File: src/core/cdo_consts.svh
// Opcode fields, widths and constant values for the complement/decrement unit
`ifndef CDO_CONSTS_SVH
`define CDO_CONSTS_SVH
`define CDO_OP_HI 11
`define CDO_OP_LO 6
`define CDO_DEST_BIT 5
`define CDO_ADDR_HI 4
`define CDO_ADDR_LO 0
`define CDO_OPC_CPL 6'h09
`define CDO_OPC_DECF 6'h03
`define CDO_OPC_DSZ 6'h0b
`define CDO_BYTE_ZERO 8'h00
`define CDO_BYTE_ONE 8'h01
`define CDO_ADDR_ZERO 5'h00
`endif

File: src/core/cdo_pkg.sv
// Types shared by the complement/decrement unit
package cdo_pkg;
   typedef logic [11:0] cdo_instr_t;
   typedef logic [7:0] cdo_byte_t;
   typedef logic [4:0] cdo_addr_t;
   typedef enum logic [1:0] {
      CDO_RUN = 2'h1,
      CDO_FLUSH = 2'h2
   } cdo_state_e;
   // Result write carried to the register file and working register
   typedef struct packed {
      logic to_file;
      logic to_w;
      cdo_addr_t addr;
      cdo_byte_t data;
   } cdo_wr_s;
endpackage : cdo_pkg

File: src/core/cdo_exec.sv
// Execute stage for complement, decrement and decrement-skip-if-zero
// Notes on behaviour
// - Complement op inverts file byte, destination bit picks W or file.
// - Decrement op subtracts one, routed by destination bit, updates zero.
// - Decrement-skip op subtracts one, routes like decrement, no flags.
// - Skip op with zero result drops prefetched word; two cycles.
`include "cdo_consts.svh"
module cdo_exec (
   input wire logic clock,
   input wire logic rstn,
   input wire cdo_pkg::cdo_instr_t instr,
   input wire logic instr_valid,
   input wire cdo_pkg::cdo_byte_t file_rdata,
   output cdo_pkg::cdo_addr_t file_raddr,
   output cdo_pkg::cdo_wr_s wr,
   output logic zero_we,
   output logic zero_flag,
   output logic flush,
   output logic busy
);
   import cdo_pkg::*;

   // ************************************************
   // Reset release
   // ************************************************
   logic rst_s1_r;
   logic rst_s2_r;
   // Two stages so release never lands near a clock edge
   always_ff @(posedge clock or negedge rstn) begin
      if (!rstn) begin
         rst_s1_r <= 1'b0;
         rst_s2_r <= 1'b0;
      end else begin
         rst_s1_r <= 1'b1;
         rst_s2_r <= rst_s1_r;
      end
   end
   logic rst_n;
   assign rst_n = rst_s2_r;

   // ************************************************
   // Decode and compute
   // ************************************************
   logic [5:0] opc;
   logic is_cpl;
   logic is_decf;
   logic is_dsz;
   logic dest_f;
   cdo_byte_t result;
   cdo_state_e state_r;
   cdo_state_e state_nxt;
   logic take;

   // Prefetched word in the flush slot is ignored, executes as a no-op
   assign take = instr_valid && (state_r == CDO_RUN);
   assign opc = instr[`CDO_OP_HI:`CDO_OP_LO];
   assign dest_f = instr[`CDO_DEST_BIT];
   assign is_cpl = take && (opc == `CDO_OPC_CPL);
   assign is_decf = take && (opc == `CDO_OPC_DECF);
   assign is_dsz = take && (opc == `CDO_OPC_DSZ);
   assign file_raddr = instr[`CDO_ADDR_HI:`CDO_ADDR_LO];

   // Combinational read of the file port, so one cycle per op, two for a skip with a zero result
   always_comb begin
      if (is_cpl) begin
         result = ~file_rdata;
      end else begin
         // Both decrement flavours share one subtractor
         result = file_rdata - `CDO_BYTE_ONE;
      end
   end

   // ************************************************
   // Result and flag registers
   // ************************************************
   cdo_wr_s wr_r;
   cdo_wr_s wr_nxt;
   logic zwe_r;
   logic zwe_nxt;
   logic zf_r;
   logic zf_nxt;
   logic flush_r;
   logic flush_nxt;

   // Next write, flag and flush values
   always_comb begin
      wr_nxt = '0;
      zwe_nxt = 1'b0;
      zf_nxt = zf_r;
      flush_nxt = 1'b0;
      state_nxt = CDO_RUN;
      if (is_cpl || is_decf || is_dsz) begin
         wr_nxt.to_file = dest_f;
         wr_nxt.to_w = !dest_f;
         wr_nxt.addr = file_raddr;
         wr_nxt.data = result;
      end
      // Flag write kept off the skip op on purpose
      if (is_cpl || is_decf) begin
         zwe_nxt = 1'b1;
         zf_nxt = (result == `CDO_BYTE_ZERO);
      end
      // Skip variant leaves the flag alone
      if (is_dsz && (result == `CDO_BYTE_ZERO)) begin
         flush_nxt = 1'b1;
         state_nxt = CDO_FLUSH;
      end
      case (state_r)
         CDO_RUN: ;
         CDO_FLUSH: ;
         default: state_nxt = CDO_RUN;
      endcase
   end

   always_ff @(posedge clock or negedge rst_n) begin
      if (!rst_n) begin
         wr_r <= '0;
         zwe_r <= 1'b0;
         zf_r <= 1'b0;
         flush_r <= 1'b0;
         state_r <= CDO_RUN;
      end else begin
         wr_r <= wr_nxt;
         zwe_r <= zwe_nxt;
         zf_r <= zf_nxt;
         flush_r <= flush_nxt;
         state_r <= state_nxt;
      end
   end

   logic busy_r;
   // Busy marks the no-op slot of a taken skip
   always_ff @(posedge clock or negedge rst_n) begin
      if (!rst_n) begin
         busy_r <= 1'b0;
      end else begin
         busy_r <= (state_nxt == CDO_FLUSH);
      end
   end

   assign wr = wr_r;
   assign zero_we = zwe_r;
   assign zero_flag = zf_r;
   assign flush = flush_r;
   assign busy = busy_r;
endmodule : cdo_exec

File: config.mk
export PLATFORM = sky130hd
export DESIGN_NAME = cdo_exec
export DESIGN_NICKNAME = d
export VERILOG_FILES = /design/src/core/cdo_pkg.sv /design/src/core/cdo_exec.sv
export VERILOG_INCLUDE_DIRS = /design/src /design/src/core
export SDC_FILE = /design/constraint.sdc
export NUM_CORES = 1
export LEC_CHECK = 0
export BUFFER_PORTS_ARGS = -buffer_cell sky130_fd_sc_hd__buf_2
export CAP_MARGIN = 20
export CORE_MARGIN = 4
export CORE_UTILIZATION = 47
export CTS_CLUSTER_DIAMETER = 50
export DETAILED_ROUTE_END_ITERATION = 12
export PLACE_DENSITY_LB_ADDON = 0.1
export SETUP_SLACK_MARGIN = 0.1
export SYNTH_ARGS = -nofsm -noshare
export SYNTH_HDL_FRONTEND = slang
export SYNTH_SLANG_ARGS = --single-unit
File: constraint.sdc
create_clock -name clock -period 1.4 [get_ports clock]
set_input_delay 0.28 -clock clock [delete_from_list [all_inputs] [get_ports clock]]
set_output_delay 0.28 -clock clock [all_outputs]
set_load 0.01 [all_outputs]
==> report_table.html <==
<table>
<tr><th>Metric</th><th>Value</th></tr>
<tr><th colspan="2">Yosys</th></tr>
<tr><td>Async SR Flop Fraction</td><td>1.00</td></tr>
<tr><td>Synth warn</td><td>0</td></tr>
<tr><td>Share of the synthesized area in the top cell type</td><td>0.498</td></tr>
<tr><td>Primary flip-flop cell chosen by synthesis mapping</td><td>sky130_fd_sc_hd__dfrtp_1</td></tr>
<tr><td>Main area contributors after synthesis</td><td>sky130_fd_sc_hd__dfrtp_1 (50%), sky130_fd_sc_hd__nor2_1 (4.3%), sky130_fd_sc_hd__and2_1 (4.1%)</td></tr>
<tr><td>Post-Synthesis Cells</td><td>100</td></tr>
<tr><td>Number of synthesized register bits</td><td>22</td></tr>
<tr><td>Syn_nets</td><td>125</td></tr>
<tr><td>Share of the yosys chip area belonging to registers</td><td>0.523</td></tr>
<tr><td>Avg Inst Size Synth</td><td>between 10 and 15 sq um</td></tr>
<tr><td>Netlist area before placement</td><td>1060 sq um</td></tr>
<tr><td>Biggest area consumer among synthesized cells</td><td>sky130_fd_sc_hd__dfrtp_1</td></tr>
<tr><td>Count of cell types in the netlist</td><td>35</td></tr>
<tr><td>Number of enable-type register cells in the synthesized netlist</td><td>0</td></tr>
<tr><th colspan="2">Route</th></tr>
<tr><td>Via-per-instance ratio</td><td>5.22</td></tr>
<tr><td>First drt pass iteration count</td><td>4</td></tr>
<tr><td>Drc violations</td><td>0</td></tr>
<tr><td>Routed wirelength normalized by instance count</td><td>15.8 um</td></tr>
<tr><td>Routed via count</td><td>just over 1000</td></tr>
<tr><td>Antenna-violating nets left</td><td>0</td></tr>
<tr><td>Detailed router's first-iteration violation count</td><td>16</td></tr>
<tr><td>Routed Wire Length</td><td>3.12 mm</td></tr>
<tr><th colspan="2">Worst setup path</th></tr>
<tr><td>Worst Path Max Fanout</td><td>5</td></tr>
<tr><td>CP cell instances</td><td>ha_4 &gt; and4b_1 &gt; buf_4 &gt; and2_4 &gt; buf_4 &gt; buf_6 &gt; o21ai_2 &gt; buf_6 &gt; nor2_2</td></tr>
<tr><td>Type of element launching the critical path</td><td>flop</td></tr>
<tr><td>Crit Path Class</td><td>flop to flop</td></tr>
<tr><td>Register-to-Register Setup Slack</td><td>-370 ps</td></tr>
<tr><td>Arr. time, crit path</td><td>about 2000 ps</td></tr>
<tr><td>Worst-case reg-to-reg path depth</td><td>9</td></tr>
<tr><td>CP Launch Point</td><td>state_r[0]</td></tr>
<tr><td>Crit path capture type</td><td>flop</td></tr>
<tr><td>Beginning of the worst register-to-register path</td><td>state_r[0]</td></tr>
<tr><td>Largest stage delay on the critical path</td><td>560 ps</td></tr>
<tr><td>Cell with the biggest individual delay on the critical path</td><td>sky130_fd_sc_hd__dfstp_2</td></tr>
<tr><td>Worst R2R End</td><td>wr[6]</td></tr>
<tr><td>Required time of the critical path</td><td>1640 ps</td></tr>
<tr><th colspan="2">STA</th></tr>
<tr><td>Maximum clock rate</td><td>565 MHz</td></tr>
<tr><td>Total negative setup slack</td><td>-6090 ps</td></tr>
<tr><td>Worst Skew</td><td>4.70 ps</td></tr>
<tr><td>Final period utilization</td><td>1.26</td></tr>
<tr><td>Unrepaired setup endpoints after global routing</td><td>true</td></tr>
<tr><td>Total count of hold-check failures in the final report</td><td>0</td></tr>
<tr><td>Post-route setup slack</td><td>-369 ps</td></tr>
<tr><td>Min cycle time layout</td><td>1770 ps</td></tr>
<tr><td>Number of setup violations in the final report</td><td>20</td></tr>
<tr><td>Final number of max-transition violations</td><td>0</td></tr>
<tr><th colspan="2">Cells and area</th></tr>
<tr><td>Area growth syn-to-layout</td><td>57.8%</td></tr>
<tr><td>Most frequent cells in the layout</td><td>sky130_fd_sc_hd__buf_2 (46), sky130_fd_sc_hd__buf_4 (23), sky130_fd_sc_hd__dfrtp_1 (21)</td></tr>
<tr><td>Register area</td><td>552 sq um</td></tr>
<tr><td>Most common cell after layout, fill and taps aside</td><td>sky130_fd_sc_hd__buf_2</td></tr>
<tr><td>Share of cells above drive strength 1</td><td>0.612</td></tr>
<tr><td>Number of antenna repair diodes</td><td>0</td></tr>
<tr><td>Finished layout cell area</td><td>1670 sq um</td></tr>
<tr><td>Multi-input gate area</td><td>567 sq um</td></tr>
<tr><td>Total Nets Final</td><td>196</td></tr>
<tr><td>Fillers</td><td>129</td></tr>
<tr><th colspan="2">Global routing</th></tr>
<tr><td>Met1 usage in global routing</td><td>0.215</td></tr>
<tr><td>Aggregate global routing overflow</td><td>0</td></tr>
<tr><td>Global router's overall resource usage</td><td>0.193</td></tr>
<tr><td>Vias in the first global route</td><td>1016</td></tr>
<tr><td>Most heavily used metal layer in global routing</td><td>met2</td></tr>
<tr><td>GRT met3 Usage</td><td>0.0420</td></tr>
<tr><td>GRT met2 Usage</td><td>0.343</td></tr>
<tr><td>First-pass GRT wire length</td><td>4.69 mm</td></tr>
<tr><td>Maximum number of pins on one net before global-route repair</td><td>15</td></tr>
<tr><td>Initial antenna violation count</td><td>0</td></tr>
<tr><th colspan="2">CTS</th></tr>
<tr><td>Number of H-tree levels</td><td>1</td></tr>
<tr><td>Clock root buffer</td><td>sky130_fd_sc_hd__clkbuf_4</td></tr>
<tr><td>CTS Buf Count</td><td>3</td></tr>
<tr><td>Clock slew at the register clock pins of the worst setup and hold paths</td><td>120 ps</td></tr>
<tr><td>TritonCTS clock tree</td><td>yes</td></tr>
<tr><td>Clk_lat worst skew</td><td>300 ps</td></tr>
<tr><td>Clock tree sinks</td><td>22</td></tr>
<tr><td>Max clock buf depth</td><td>2</td></tr>
<tr><th colspan="2">Power and ir drop</th></tr>
<tr><td>Pwr Total</td><td>1.34 mW</td></tr>
<tr><td>Worst supply voltage drop on vdd</td><td>0.725 mV</td></tr>
<tr><td>Power Dens Cells</td><td>803 nW/um^2</td></tr>
<tr><td>Leakage dissipation</td><td>0.864 nW</td></tr>
<tr><th colspan="2">Die</th></tr>
<tr><td>Starting density of the core</td><td>0.517</td></tr>
<tr><td>FP Rows</td><td>16</td></tr>
<tr><td>Top-level I/O count</td><td>47</td></tr>
<tr><td>Die width</td><td>55.4 um</td></tr>
<tr><td>Die Footprint</td><td>3070 sq um</td></tr>
<tr><td>Core area</td><td>2040 sq um</td></tr>
<tr><td>Die Span Y</td><td>55.4 um</td></tr>
<tr><th colspan="2">Placed design</th></tr>
<tr><td>Port Buffer Count</td><td>46</td></tr>
<tr><td>DPL Wire Length</td><td>between 1.5 and 2 mm</td></tr>
<tr><td>Post-placement worst setup slack</td><td>-445 ps</td></tr>
<tr><td>GPL Wtd Cong</td><td>0.930</td></tr>
<tr><td>Area after DPL</td><td>1450 sq um</td></tr>
<tr><th colspan="2">Status</th></tr>
<tr><td>Status</td><td>finished with violations</td></tr>
<tr><td>Violations in the final reports</td><td>negative setup slack</td></tr>
<tr><th colspan="2">Hold path</th></tr>
<tr><td>Tightest Hold Check Type</td><td>flop to async pin</td></tr>
<tr><th colspan="2">Job</th></tr>
<tr><td>Count of max-cap constraint violations</td><td>0</td></tr>
</table>
## worst max-delay path by stage
stage	to	cells past startpoint
after global placement	busy	6
after global routing	busy	7
final	wr[6]	9
after CTS	busy	6
after floorplan	busy	8
after detailed placement	busy	8
## metrics by stage
step	instances	utilization	hold slack, ps
global route	197	0.816	105
finish	197	0.816	124
CTS	195	0.770	116
global placement	189	0.710	65.1
detailed placement	189	0.710	66.9
floorplan	100	-	-15.6
## per-layer routing
layer  wire [um]  vias to the layer above
met1        1110                      474
li1            -                      472
met2        1600                       69
met5           0                        -
met4         102                        0
met3         302                       14
## state kept, by name (all words and copies together) (netlist names)
register,count
wr,15
busy,1
flush,1
rst_n,1
rst_s1_r,1
state_r,1
zero_flag,1
zero_we,1
## report_power, final
| group | switching, mW | internal [mW] |
|---|---|---|
| registers | 0.00523 | 0.642 |
| clock network | 0.187 | 0.289 |
| logic | 0.113 | 0.101 |
## Yosys cell counts, types with 2 or more instances
cell                       number
sky130_fd_sc_hd__o21ai_1        2
sky130_fd_sc_hd__buf_4          5
sky130_fd_sc_hd__and2_1         7
sky130_fd_sc_hd__ha_1           2
sky130_fd_sc_hd__xor2_1         5
sky130_fd_sc_hd__dfrtp_1       21
sky130_fd_sc_hd__nand4_1        2
sky130_fd_sc_hd__nand2_1        5
sky130_fd_sc_hd__a21oi_1        3
sky130_fd_sc_hd__nand3_1        2
sky130_fd_sc_hd__xnor2_1        2
sky130_fd_sc_hd__nor3_1         2
sky130_fd_sc_hd__a211oi_1       2
sky130_fd_sc_hd__nor2b_1        3
sky130_fd_sc_hd__inv_1          4
sky130_fd_sc_hd__o21bai_1       2
sky130_fd_sc_hd__nand2b_1       2
sky130_fd_sc_hd__nor2_1        12
## worst max-delay path: cells and delay by family (launching register included)
kind | cells | cell delay [ps]
flops | 1 | 560
buf+inv | 4 | 480
simple gates | 3 | 470
fa+ha+maj | 1 | 110
compound gates | 1 | 80
## kinds of logic (layout without fill, tap and decap cells)
kind of cell / Yosys count / count (layout) / synth area share
XOR/XNOR: 7 / 7 / 0.0581
flip-flops: 22 / 22 / 0.523
AO/OA/AOI/OAI: 15 / 15 / 0.0971
AND/OR/NAND/NOR: 41 / 41 / 0.220
multiplexers: 1 / 1 / 0.00948
adder cells (fa/ha/maj): 2 / 2 / 0.0237
buffers and inverters: 11 / 81 / 0.0652
other: 1 / 1 / 0.00355
## cell type report
type,count,area share
tap,27,0.0203
clock inverter,1,0.0180
inverter,4,0.00901
clock buffer,3,0.0135
timing repair buffer,73,0.268
sequential,22,0.331
multi-input combinational,67,0.340
## what timing repair did
item	CTS	global route
hold endpoints to repair	2	0
hold buffers	1	0
buffers inserted	1	2
gates resized for setup	9	21
setup endpoints to repair	20	20
pin swaps	2	4
Power figures use the tool's default switching activity.
